[src/include/sadc_pkg.sv]
/*
 * Shared constants and types for the serial converter readout link.
 * Assumes both ends run on the same 125 MHz system clock domain style.
 */
package sadc_pkg;
    localparam int unsigned CLK_PERIOD_PS     = 8000;
    localparam int unsigned FRAME_BITS        = 16;
    localparam int unsigned RESULT_BITS       = 12;
    localparam int unsigned LEAD_ZEROS        = 3;
    localparam int unsigned CNT_W             = 5;
    localparam logic [4:0]  HOLD_END_RISE     = 5'h0D;
    localparam logic [4:0]  LAST_FALL         = 5'h10;
    localparam logic [4:0]  MODE_LOCK_FALL    = 5'h0A;
    localparam logic [4:0]  MODE_GUARD_FALL   = 5'h02;
    localparam logic [4:0]  FRAME_CLKS        = 5'h14;
    localparam int unsigned ACQ_TIME_PS       = 350000;
    localparam int unsigned ACQ_CYCLES        = (ACQ_TIME_PS + CLK_PERIOD_PS - 1) / CLK_PERIOD_PS;
    localparam logic [7:0]  ACQ_CYCLES_W      = 8'(ACQ_CYCLES);
    localparam logic [7:0]  HALF_PERIOD       = 8'h05;
    localparam logic [7:0]  QUIET_CYCLES      = 8'h08;

    typedef enum logic [2:0] {
        H_IDLE  = 3'b001,
        H_FRAME = 3'b010,
        H_GAP   = 3'b100
    } host_state_t;
endpackage

[src/include/sadc_if.sv]
/*
 * Three-wire link between converter end and host end.
 * Assumes the bench resolves the serial line from its output enable.
 */
`timescale 1ns/1ps
`default_nettype none
interface sadc_if;
    logic frame_sel_n;
    logic sclk;
    logic serial_result_out;
    logic serial_result_oe;

    modport device (
        input  frame_sel_n,
        input  sclk,
        output serial_result_out,
        output serial_result_oe
    );
    modport host (
        output frame_sel_n,
        output sclk,
        input  serial_result_out,
        input  serial_result_oe
    );
endinterface
`default_nettype wire

[src/rtl/sadc_device_end.sv]
/*
 * Converter end: framing, serial result, track/hold and power mode.
 * Assumes link pins come asynchronously from the host; sample is a
 * 12-bit code presented by the analog core, read at frame start.
 */
// Function
// - Frame start: drive output, sample, hold
// - Return to track at 13th rise
// - Host waits 350ns after 13th rise
// - Float output after 16th fall or deselect
// - Host waits quiet interval between frames
// - Sixteen clocks; shift out on falls
// - Three zeros then twelve bits, MSB first
// - Early select may add a fourth zero
// - Host spaces frame starts by minimum time
// - Host uses twenty-clock frames for throughput
// - Straight binary code, step supply/4096
// - Select low enters normal, starts conversion
// - Early deselect before tenth fall: shutdown
// - Shutdown holds until next select low
// - Deselect 10th to 16th: abort, stay normal
// - Host raises select before next frame
// - Deselect before second fall: no mode change
// - Wake frame ended early returns to shutdown
// - First conversion after wake is dummy
// - Host does dummy conversion after power-up
`timescale 1ns/1ps
`default_nettype none
module sadc_device_end (
    input  wire logic        clk,
    input  wire logic        arst_n,
    sadc_if.device           link,
    input  wire logic [11:0] sample_code,
    output var  logic        holding,
    output var  logic        shutdown,
    output var  logic        dummy_frame
);
    // ============================================================
    // Pin synchronisers
    logic sel_n_lvl;
    logic sel_rise;
    logic sel_fall;
    logic sclk_lvl;
    logic sclk_rise;
    logic sclk_fall;

    sadc_pin_sync #(.RST_VAL(1'b1)) u_sel (
        .clk    (clk),
        .arst_n (arst_n),
        .pin    (link.frame_sel_n),
        .level  (sel_n_lvl),
        .rise   (sel_rise),
        .fall   (sel_fall)
    );

    // Link clock idles high; matching reset value avoids a false edge
    sadc_pin_sync #(.RST_VAL(1'b1)) u_sclk (
        .clk    (clk),
        .arst_n (arst_n),
        .pin    (link.sclk),
        .level  (sclk_lvl),
        .rise   (sclk_rise),
        .fall   (sclk_fall)
    );

    // ============================================================
    // Edge counters within a frame
    logic [4:0]  rise_cnt_r;
    logic [4:0]  fall_cnt_r;
    logic        active_r;
    logic [15:0] shift_r;
    logic        out_r;
    logic        oe_r;

    always_ff @(posedge clk or negedge arst_n) begin
        if (!arst_n) begin
            rise_cnt_r <= '0;
        end else if (sel_fall) begin
            rise_cnt_r <= '0;
        end else if (active_r && sclk_rise && rise_cnt_r != sadc_pkg::LAST_FALL) begin
            rise_cnt_r <= rise_cnt_r + 5'h01;
        end
    end

    // Saturates so a long idle-low select cannot wrap into a new frame
    always_ff @(posedge clk or negedge arst_n) begin
        if (!arst_n) begin
            fall_cnt_r <= '0;
        end else if (sel_fall) begin
            fall_cnt_r <= '0;
        end else if (active_r && sclk_fall && fall_cnt_r != sadc_pkg::LAST_FALL) begin
            fall_cnt_r <= fall_cnt_r + 5'h01;
        end
    end

    always_ff @(posedge clk or negedge arst_n) begin
        if (!arst_n)
            active_r <= 1'b0;
        else if (sel_fall)
            active_r <= 1'b1;
        else if (sel_rise)
            active_r <= 1'b0;
    end

    // ============================================================
    // Conversion phase: track, hold, then track while reading out
    typedef enum logic [2:0] {
        PH_TRACK = 3'b001,
        PH_HOLD  = 3'b010,
        PH_READ  = 3'b100
    } conv_phase_t;

    conv_phase_t phase_r;
    conv_phase_t phase_nxt;

    always_comb begin
        phase_nxt = phase_r;
        case (phase_r)
            PH_TRACK: begin
                if (sel_fall) begin
                    phase_nxt = PH_HOLD;
                end
            end
            PH_HOLD: begin
                // Abort leaves hold at once, whatever the mode becomes
                if (sel_rise) begin
                    phase_nxt = PH_TRACK;
                end else if (sclk_rise && rise_cnt_r == sadc_pkg::HOLD_END_RISE - 5'h01) begin
                    phase_nxt = PH_READ;
                end
            end
            PH_READ: begin
                if (sel_fall) begin
                    phase_nxt = PH_HOLD;
                end else if (sel_rise) begin
                    phase_nxt = PH_TRACK;
                end
            end
            default: begin
                phase_nxt = PH_TRACK;
            end
        endcase
    end

    always_ff @(posedge clk or negedge arst_n) begin
        if (!arst_n) begin
            phase_r <= PH_TRACK;
        end else begin
            phase_r <= phase_nxt;
        end
    end

    always_ff @(posedge clk or negedge arst_n) begin
        if (!arst_n) begin
            holding <= 1'b0;
        end else begin
            holding <= (phase_nxt == PH_HOLD);
        end
    end

    // ============================================================
    // Serial result: zeros lead, code straight binary, MSB first
    always_ff @(posedge clk or negedge arst_n) begin
        if (!arst_n) begin
            shift_r <= '0;
            out_r   <= 1'b0;
        end else if (sel_fall) begin
            // Dummy frame still shifts but its code is meaningless
            shift_r <= {4'h0, sample_code};
            out_r   <= 1'b0;
        end else if (active_r && sclk_fall) begin
            // Bit n leaves on fall n, host takes it on fall n+1
            out_r   <= shift_r[14];
            shift_r <= {shift_r[14:0], 1'b0};
        end
    end

    always_ff @(posedge clk or negedge arst_n) begin
        if (!arst_n)
            oe_r <= 1'b0;
        else if (sel_fall)
            oe_r <= 1'b1;
        else if (sel_rise)
            oe_r <= 1'b0;
        else if (active_r && sclk_fall && fall_cnt_r == sadc_pkg::LAST_FALL - 5'h01)
            oe_r <= 1'b0;
    end

    assign link.serial_result_out = out_r;
    assign link.serial_result_oe  = oe_r;

    // ============================================================
    // Power mode
    // Mode after deselect depends on how far the frame had got.
    always_ff @(posedge clk or negedge arst_n) begin
        if (!arst_n) begin
            shutdown    <= 1'b0;
            dummy_frame <= 1'b0;
        end else if (sel_fall) begin
            shutdown    <= 1'b0;
            dummy_frame <= shutdown;
        end else if (sel_rise && active_r) begin
            if (fall_cnt_r < sadc_pkg::MODE_GUARD_FALL)
                shutdown <= dummy_frame;
            else if (fall_cnt_r < sadc_pkg::MODE_LOCK_FALL)
                shutdown <= 1'b1;
            else
                shutdown <= 1'b0;
        end
    end

    logic unused_lvl;
    assign unused_lvl = sel_n_lvl ^ sclk_lvl;
endmodule
`default_nettype wire

[src/rtl/sadc_pin_sync.sv]
/*
 * Two-stage synchroniser with edge detection on the second stage.
 * Assumes asynchronous pin input and active-low async reset.
 */
`timescale 1ns/1ps
`default_nettype none
module sadc_pin_sync #(
    parameter logic RST_VAL = 1'b0
) (
    input  wire logic clk,
    input  wire logic arst_n,
    input  wire logic pin,
    output var  logic level,
    output var  logic rise,
    output var  logic fall
);
    logic meta_r;
    logic sync_r;
    logic prev_r;

    always_ff @(posedge clk or negedge arst_n) begin
        if (!arst_n) begin
            meta_r <= RST_VAL;
            sync_r <= RST_VAL;
            prev_r <= RST_VAL;
        end else begin
            meta_r <= pin;
            sync_r <= meta_r;
            prev_r <= sync_r;
        end
    end

    assign level = sync_r;
    assign rise  = sync_r & ~prev_r;
    assign fall  = ~sync_r & prev_r;
endmodule
`default_nettype wire

[src/flat_wrapper.sv]
// flat-port wrapper written by rule: the top's interface ports become plain ports
module sadc_device_end_flat 
  (clk, arst_n, sample_code, holding, shutdown, dummy_frame, link_frame_sel_n, link_sclk, link_serial_result_out, link_serial_result_oe);
  sadc_if link_i ();
  input  wire logic clk;
  input  wire logic arst_n;
  input  wire logic [11:0] sample_code;
  output var  logic holding;
  output var  logic shutdown;
  output var  logic dummy_frame;
  input wire logic [$bits(link_i.frame_sel_n)-1:0] link_frame_sel_n;
  input wire logic [$bits(link_i.sclk)-1:0] link_sclk;
  output wire logic [$bits(link_i.serial_result_out)-1:0] link_serial_result_out;
  output wire logic [$bits(link_i.serial_result_oe)-1:0] link_serial_result_oe;
  assign link_i.frame_sel_n = link_frame_sel_n;
  assign link_i.sclk = link_sclk;
  assign link_serial_result_out = link_i.serial_result_out;
  assign link_serial_result_oe = link_i.serial_result_oe;
  sadc_device_end u_core (.clk(clk), .arst_n(arst_n), .link(link_i), .sample_code(sample_code), .holding(holding), .shutdown(shutdown), .dummy_frame(dummy_frame));
endmodule
[config.mk]
export PLATFORM = sky130hd
export DESIGN_NAME = sadc_device_end_flat
export DESIGN_NICKNAME = d
export VERILOG_FILES = /design/src/include/sadc_pkg.sv /design/src/include/sadc_if.sv /design/src/rtl/sadc_device_end.sv /design/src/rtl/sadc_pin_sync.sv /design/src/flat_wrapper.sv
export SDC_FILE = /design/constraint.sdc
export NUM_CORES = 1
export LEC_CHECK = 0
export CORE_MARGIN = 4
export CORE_UTILIZATION = 40
export DETAILED_ROUTE_END_ITERATION = 7
export DONT_BUFFER_PORTS = 1
export GPL_ROUTABILITY_DRIVEN = 0
export PLACE_DENSITY_LB_ADDON = 0.12
export RECOVER_POWER = 50
export SYNTH_ARGS = -nofsm -noshare
export SYNTH_HDL_FRONTEND = slang
export SYNTH_SLANG_ARGS = --single-unit
[constraint.sdc]
create_clock -name clk -period 2.8 [get_ports clk]
set_input_delay 0 -clock clk [delete_from_list [all_inputs] [get_ports clk]]
set_output_delay 0 -clock clk [all_outputs]
set_load 0.05 [all_outputs]
==> After elaboration in Yosys (flattened, before gate mapping) <==
Cells that the tools add are included.
{ "totals": {"regBits": 40, "in_bits": 16, "out_inout_bits": 5} }
{ "op_classes": {"addsub": 2, "order_cmp": 2, "n_eq_ne": 8, "mux": 23, "n_bitwise": 8, "n_reduce_logical": 13} }
{ "op_table": {"columns": ["op", "n"], "rows": [
  ["$mux 15", 2],
  ["$mux 5", 4],
  ["$mux 3", 5],
  ["$mux 1", 11],
  ["$add 5x1->5 const B", 2],
  ["$eq 5x4->1 const B", 2],
  ["$ne 5x5->1 const B", 2],
  ["$reduce_bool 2->1", 5],
  ["$pmux 3 s3", 1],
  ["$logic_and 1x1->1", 7],
  ["$eq 3x2->1 const B", 2],
  ["$lt 5x2->1 const B", 1],
  ["$lt 5x4->1 const B", 1],
  ["$and 1x1->1", 4],
  ["$not 1->1", 4],
  ["$eq 3x1->1 const B", 1],
  ["$eq 3x3->1 const B", 1],
  ["$reduce_bool 3->1", 1]
]} }

==> Depth between registers and ports, before layout <==
Gate-level depths: netlist of run 1.
{ "depth": {"ltp_word": 7, "mapped_depth": 6, "depth_no_buf": 5} }

==> Cells and area by module <==
Synthesis of run 1 repeated with hierarchy kept, for this count alone.
{ "hier_totals": {"cells_unflattened": 175, "area_unflattened_um2": 1850.5} }
{ "modules_own_cells": {"columns": ["mod", "n_inst", "cells_per_inst", "area_each_um2", "seq_area_each_um2"], "rows": [
  ["sadc_device_end", 1, 165, 1662.8, 852.1],
  ["sadc_pin_sync", 2, 5, 93.8, 78.8]
]} }

==> Least setup slack after synthesis of run 1 <==
OpenSTA, ideal clock, no wires.
{ "synth_path": {"path_type": "reg2reg", "startpoint": "reg u_core.u_sel.prev_r", "endpoint": "reg u_core.fall_cnt_r[0]", "t_arrival_ns": 1.388, "required_time_ns": 2.672, "setup_slack_ns": 1.284, "stages_incl_launch_ff": 6, "period_less_slack_ns": 1.516, "cell_sequence": "dfstp_2 > ha_1 > buf_2 > buf_2 > nor2_1 > mux2_1"} }
{ "synth_via": {"elab_chain_len": 2, "elab_cells_between_ends": 3, "cone_classes": "1 x mux; 1 x bitwise; 1 x reduce/logical"} }
{ "synth_rtl": {"columns": ["item", "line", "source"], "rows": [
  ["from (decl)", "sadc_pin_sync.sv:19", "logic prev_r;"],
  ["from (signal assigned)", "sadc_pin_sync.sv:29", "prev_r <= sync_r;"],
  ["$and 1x1->1 (*)", "sadc_pin_sync.sv:35", "assign fall = ~sync_r & prev_r;"],
  ["via u_core.sel_fall", "sadc_device_end.sv:42", "logic sel_fall;"],
  ["$mux 5 or $reduce_bool 2->1 (tied branches)", null, null],
  ["to (signal assigned)", "sadc_device_end.sv:92", "fall_cnt_r <= fall_cnt_r + 5'h01;"],
  ["to (decl)", "sadc_device_end.sv:69", "logic [4:0] fall_cnt_r;"]
]} }
Mark *: on every way through the listed nets, which the timed path passes. The rest lies on a longest branch.
A chain may end at the register's enable or synchronous reset.

==> Final worst setup path of run 1 <==
{ "layout_path": {"startpoint": "reg u_core.u_sel.prev_r", "endpoint": "reg u_core.dummy_frame"} }
{ "layout_via": {"elab_chain_len": 1} }
{ "layout_rtl": {"columns": ["item", "line", "source"], "rows": [
  ["$and 1x1->1", "sadc_pin_sync.sv:35", null],
  ["via u_core.sel_fall", "sadc_device_end.sv:42", null],
  ["to (signal assigned)", "sadc_device_end.sv:201", "dummy_frame <= shutdown;"],
  ["to (decl)", "sadc_device_end.sv:36", "output var logic dummy_frame"]
]} }
The timed path passes the listed nets, and every way through them passes these cells.

==> results of run 1 <==
## critical path: cells and delay by family, from the launching register on
kind | cells | cell delay [ns]
mux | 1 | 0.38
flops | 1 | 0.53
buf+inv | 1 | 0.43
fa+ha+maj | 1 | 0.41
## final cells by class
type / count / area [sq um] / area share
tap: 52 / 65.06 / 0.02992
multi-input combinational: 120 / 804.5 / 0.3700
inverter: 8 / 30.03 / 0.01381
clock buffer: 8 / 80.08 / 0.03682
timing repair buffer: 18 / 185.2 / 0.08516
sequential: 40 / 1010 / 0.4643
## per-layer routing
layer,routed length (um),up-vias
met5,0,-
met4,14,0
met3,141,2
met2,1580,29
met1,1658,628
li1,-,650
## cells in the mapped netlist, types with 2 or more instances
cell | number | area, sq um
a31o_1 | 2 | 17.52
dfrtp_1 | 33 | 825.8
o21ai_1 | 12 | 60.06
nand3_1 | 3 | 15.01
nor4bb_1 | 2 | 20.02
a21oi_1 | 11 | 55.05
o21ai_0 | 4 | 20.02
mux2i_1 | 13 | 130.1
dfstp_2 | 7 | 183.9
and4bb_1 | 2 | 25.02
mux2_2 | 3 | 33.78
ha_1 | 7 | 87.58
buf_2 | 2 | 10.01
nor2_1 | 6 | 22.52
nand4b_1 | 2 | 17.52
inv_1 | 8 | 30.03
nand2_1 | 26 | 97.59
nand2b_1 | 5 | 31.28
a211o_1 | 2 | 17.52
clkbuf_1 | 3 | 11.26
or3_1 | 3 | 18.77
nor3_1 | 2 | 10.01
nor4b_1 | 2 | 17.52
## sequential cells by signal, indices dropped and copies added, names as in the netlist, 3 cells and up
name               count
u_core.shift_r        15
u_core.fall_cnt_r      5
u_core.rise_cnt_r      5
u_core.phase_r         3
## through the flow
stage                     instances    util
after floorplan                 175       -
after global placement          222  0.4301
after detailed placement        222  0.4301
after CTS                       246  0.4860
after global routing            246  0.4860
final                           246  0.4860
## power by group through the flow
stage / Combinational [mW] / Clock [mW] / Sequential [mW]
finish: 0.140 / 0.365 / 0.678
global route: 0.160 / 0.411 / 0.686
CTS: 0.143 / 0.381 / 0.678
detailed placement: 0.111 / 0 / 0.689
global placement: 0.107 / 0 / 0.688
floorplan: 0.0969 / 0 / 0.679
## path summary, 6_finish.rpt
check / endpoint / startpoint / cells after the start
max: u_core.dummy_frame$_DFFE_PN0P_ / u_core.u_sel.prev_r$_DFF_PN1_ / 3
min: u_core.holding$_DFF_PN0_ / arst_n / 2
max reg2reg: u_core.dummy_frame$_DFFE_PN0P_ / u_core.u_sel.prev_r$_DFF_PN1_ / 3
min reg2reg: u_core.u_sclk.level$_DFF_PN1_ / u_core.u_sclk.meta_r$_DFF_PN1_ / 0
max in group asynchronous: u_core.u_sel.meta_r$_DFF_PN1_ / arst_n / 2
min in group clk: u_core.u_sel.meta_r$_DFF_PN1_ / link_frame_sel_n / 1
## cell families (layout without fill, tap and decap cells)
group                    count (synthesis)  count (layout)  synth area share
AND/OR/NAND/NOR                         62              62            0.1832
multiplexers                            17              17           0.09259
AO/OA/AOI/OAI                           34              34            0.1032
buffers and inverters                   15              34           0.04100
adder cells (fa/ha/maj)                  7               7           0.04629
flip-flops                              40              40            0.5337
==> metrics.md, run 1 <==
| Metric | Value |
|---|---|
| Status | completed |
| Logic pwr share | 0.118 |
| Sw frac | 0.2572 |
| Final WL | about 3400 um |
| Worst setup SP type | flip-flop |
| Die Y | around 77 um |
| Num Clock Sinks | 40 |
| GR Util met3 | 0.04684 |
| Final Max Slew Viols | 0 |
| Worst slack, placed | ~0.95 ns |
| Post-route DRC | 0 |
| Peak Freq | about 540 MHz |
| Crit end category | flip-flop |
| Critical Path RT | between 2 and 3 ns |
| Row Count | 24 |
| Final hold violations | 0 |
| DR vias/cell | between 5 and 6 |
| Hold Crit Class | input port to async pin |
| R2R Setup Slk | ~0.94 ns |
| Port bufs | 0 |
| Global routing usage on met1 | 0.1561 |
| Primary FF master, synth | dfrtp_1 |
| Design area | about 2200 sq um |
| Hold buffers post-CTS | 16 |
| Arr. time, crit path | 2.04 ns |
| Vias | around 1.3k |
| Fin worst setup slack | ~0.94 ns |
| Psw | 304.3 uW |
| Cts bufs inserted | 5 |
| RSZ-0062 raised after global routing | false |
| Final Net Count | ~220 |
| Post-synth EDFFs | 0 |
| GRT Residual Overflow | 0 |
| Setup bufs post-CTS | 0 |
| P_int | about 900 uW |
| Die Area | around 6000 sq um |
| Number of global-route vias before repair | 1,302 |
| Die X | 76.77 um |
| Number of gates resized after cts | 0 |
| Synth warn | 0 |
| Commonest non-fill, non-tap cell in the layout | dfrtp_1 |
| Hold Slack | between 0.15 and 0.2 ns |
| Htree depth | 2 |
| Met2 usage in global routing | 0.2030 |
| PwrDens | roughly 540 nW/um^2 |
| TNS Setup | 0 ns |
| Cells after Synth | between 150 and 200 |
| 1st-iter DRT viols | between 70 and 80 |
| Clock tree from TritonCTS | yes |
| Core area | ~4500 sq um |
| Max-cap violations | 0 |
| Pleak | roughly 0.92 nW |
| Power Total | 1.183 mW |
| Netlist cell types | 38 |
| Max incr delay on CP | between 0.5 and 0.6 ns |
| Most frequent cells in the layout | 33 x dfrtp_1, 26 x nand2_1, 15 x dlygate4sd3_1 |
| Asr flop ratio synth | 1.000 |
| Placed cell area | 1924 sq um |
| Worst-path cell chain | ha_1, buf_4, mux2_2 |
| First-pass GRT wire length | between 5000 and 6000 um |
| Net Count, Synth | between 150 and 200 |
| Setup Skew | 0.01001 ns |
| Layout Area Growth over Synthesis | 14.95% |
| Max FO, Critical Path | 40 |
| Post-Synthesis Cell Area | between 1500 and 2000 sq um |
| Clock Latency Late Sink | about 0.29 ns |
| Synthesized flop and latch total | 40 |
| Ports | 21 |
| Final setup violation count | 0 |
| Antenna viol nets, final | 0 |
| DRT Pass-1 Iters | 4 |
| Initial antenna violation count | 0 |
| Total GRT Usage | 0.1249 |
| Drt wl/cell | 13.80 um |
| Diode count | 0 |
| Final period util | 0.6638 |
| HPWL Detailed | about 2200 um |
| Fillers | ~430 |
| Slew at the pin with the worst max-slew slack | between 0.5 and 0.6 ns |
| Kind of critical path | flip-flop to flip-flop |
| Rel. slew slack | 0.6262 |
| Initial core utilization | 0.4228 |
| Gr busiest metal | met2 |
| Root buffer cell | clkbuf_8 |
| Clk pwr share | 0.308 |
| Worst path slowest cell | dfstp_2 |
| Clock buffer depth | 2 |
| Worst vdd ir | about 0.28 mV |
| Largest net degree at the start of global routing | about 40 |
| Sequential power share | 0.573 |
| Tmin final | 1.859 ns |
| Share of cells above drive strength 1 | 0.1031 |
| Syn avg cell area | roughly 11 sq um |
| Worst-path clk slew | ~0.07 ns |
| Seq/Total Area, Yosys | 0.5337 |
No activity file was read; power rests on OpenSTA's default activity.
==> inputs of run 2 (changes only) <==
==> constraint.sdc (replaced) <==
create_clock -name clk -period 1.69 [get_ports clk]
set_input_delay 0 -clock clk [delete_from_list [all_inputs] [get_ports clk]]
set_output_delay 0 -clock clk [all_outputs]
set_load 0.05 [all_outputs]
==> run 2 against run 1 <==
Against the previous run: sequential share of layout area fell by 1.3 points; count of clock-buffer cells in the layout fell by 2; clock power rose by 83%; clock skew fell by 0.0030 ns; global-route usage fell by 0.32 points; register-to-register slack got worse by 0.81 ns; final cell count rose by 1.6%; flip-flop and latch count did not move; power rose by 72%; sequential power rose by 65%.
==> metrics.md, run 2 (synthesized netlist as in run 1, its figures left out) <==
| Metric | Value |
|---|---|
| Layout Cells excl Fill | between 200 and 300 |
| Num Clock Sinks | 40 |
| Share of cells above drive strength 1 | 0.1414 |
| Post-Place Cells | 226 |
| Final Util | 0.5003 |
| Biggest register | u_core.shift_r |
| Final Max Slew Viols | 0 |
| Layout Area Growth over Synthesis | 18.32% |
| Status | completed |
| RSZ-0062 raised after global routing | false |
| Ports | 21 |
| Worst-path cell chain | ha_1, buf_4, mux2_2 |
| Initial antenna violation count | 0 |
| Tmin final | 1.562 ns |
| Largest net degree at the start of global routing | just over 40 |
| Final WL | roughly 3400 um |
| Arr. time, crit path | roughly 1.7 ns |
| Max incr delay on CP | between 0.5 and 0.6 ns |
| Core area | 4474 sq um |
| DRT Pass-1 Iters | 4 |
| GRT Residual Overflow | 0 |
| Max FO, Critical Path | 13 |
| Worst setup SP type | flip-flop |
| Total area of sequential cells | 1010 sq um |
| Most frequent cells in the layout | 33 x dfrtp_1, 26 x nand2_1, 15 x dlygate4sd3_1 |
| Row Count | 24 |
| Max-cap violations | 0 |
| Final setup violation count | 0 |
| PwrDens | around 910 nW/um^2 |
| Vias | 1,328 |
| Slew at the pin with the worst max-slew slack | around 0.97 ns |
| Clock buffer depth | 2 |
| Worst path slowest cell | dfstp_2 |
| Final period util | 0.9240 |
| Setup bufs post-CTS | 0 |
| Worst vdd ir | 0.4715 mV |
| Biggest regs | u_core.shift_r (15), u_core.fall_cnt_r (5), u_core.rise_cnt_r (5) |
| TNS Setup | 0 ns |
| Crit end category | flip-flop |
| Max FFs per register | 15 |
| Rel. slew slack | 0.3556 |
| Multi-input gate area | roughly 810 sq um |
| Cts bufs inserted | 5 |
| Antenna viol nets, final | 0 |
| Pleak | 0.9509 nW |
| Fillers | between 300 and 400 |
| Critical Path RT | ~1.9 ns |
| Worst-path clk slew | 0.08 ns |
| Port bufs | 0 |
| 1st-iter DRT viols | 46 |
| Final hold violations | 0 |
| Number of global-route vias before repair | 1,315 |
| Setup Skew | around 0.007 ns |
| Diode count | 0 |
| Root buffer cell | clkbuf_8 |
| First-pass GRT wire length | just under 6000 um |
| Htree depth | 2 |
| HPWL Detailed | ~2300 um |
| Die X | between 70 and 80 um |
| Total GRT Usage | 0.1217 |
| DR vias/cell | about 5.3 |
| Hold Crit Class | input port to flip-flop |
| Clock tree from TritonCTS | yes |
| Commonest non-fill, non-tap cell in the layout | dfrtp_1 |
| Post-route DRC | 0 |
| Drt wl/cell | roughly 14 um |
| Final Net Count | between 200 and 250 |
| Kind of critical path | flip-flop to flip-flop |
| Initial core utilization | 0.4228 |
| Die Area | 5894 sq um |
| Die Y | 76.77 um |
| Clock Latency Late Sink | 0.29 ns |
| Peak Freq | 640.4 MHz |
-- run 2: final timing paths --
path                            cells past startpoint  slack, ns                           from                               end
worst max-delay path                                3       0.13  u_core.u_sel.prev_r$_DFF_PN1_    u_core.dummy_frame$_DFFE_PN0P_
worst min-delay path                                1       0.24                      link_sclk    u_core.u_sclk.meta_r$_DFF_PN1_
worst max register to register                      3       0.13  u_core.u_sel.prev_r$_DFF_PN1_    u_core.dummy_frame$_DFFE_PN0P_
worst min register to register                      0       0.36  u_core.u_sel.meta_r$_DFF_PN1_      u_core.u_sel.level$_DFF_PN1_
max in group asynchronous                           2       0.68                         arst_n  u_core.rise_cnt_r[1]$_DFFE_PN0P_
min in group asynchronous                           2       0.42                         arst_n     u_core.shift_r[2]$_DFFE_PN0P_
-- run 2: repair_timing --
item	4_1_cts	5_1_grt
resized for setup	0	1
setup endpoints to repair	0	3
endpoints found under the hold margin	54	0
hold buffers	16	0
-- run 2: layer usage --
layer | GRT usage | part of all wire
met1 | 0.1586 | 0.47
met2 | 0.1977 | 0.48
met3 | 0.03513 | 0.039
met4 | 0.03261 | 0.0080
met5 | 0 | 0
-- run 2: worst max-delay path, delay by kind of cell (launching register included) --
| kind | cells | cell delay [ns] |
|---|---|---|
| flops | 1 | 0.54 |
| fa+ha+maj | 1 | 0.31 |
| buf+inv | 1 | 0.25 |
| mux | 1 | 0.35 |
-- run 2: through the flow --
stage	total power, mW	instance area [sq um]	hold slack (ns)	worst slack, ns
after global routing	2.149	2238	0.2338	0.01911
after floorplan	1.286	1892	-0.2956	0.1740
after detailed placement	1.339	1979	-0.2944	0.1242
after global placement	1.328	1979	-0.2945	0.1814
final	2.031	2238	0.2435	0.1284
after CTS	2.069	2247	0.1704	0.1035
-- run 2: power by group --
part           switching (mW)  internal [mW]
Combinational           0.121          0.123
Sequential             0.0756           1.05
Clock                   0.336          0.330
Total                   0.533           1.50
-- run 2: area by class of cell --
cell class / instances / share of cell area
multi-input combinational: 120 / 0.3622
tap: 52 / 0.02907
timing repair buffer: 22 / 0.1006
clock inverter: 2 / 0.006708
clock buffer: 6 / 0.03689
inverter: 8 / 0.01342
sequential: 40 / 0.4511
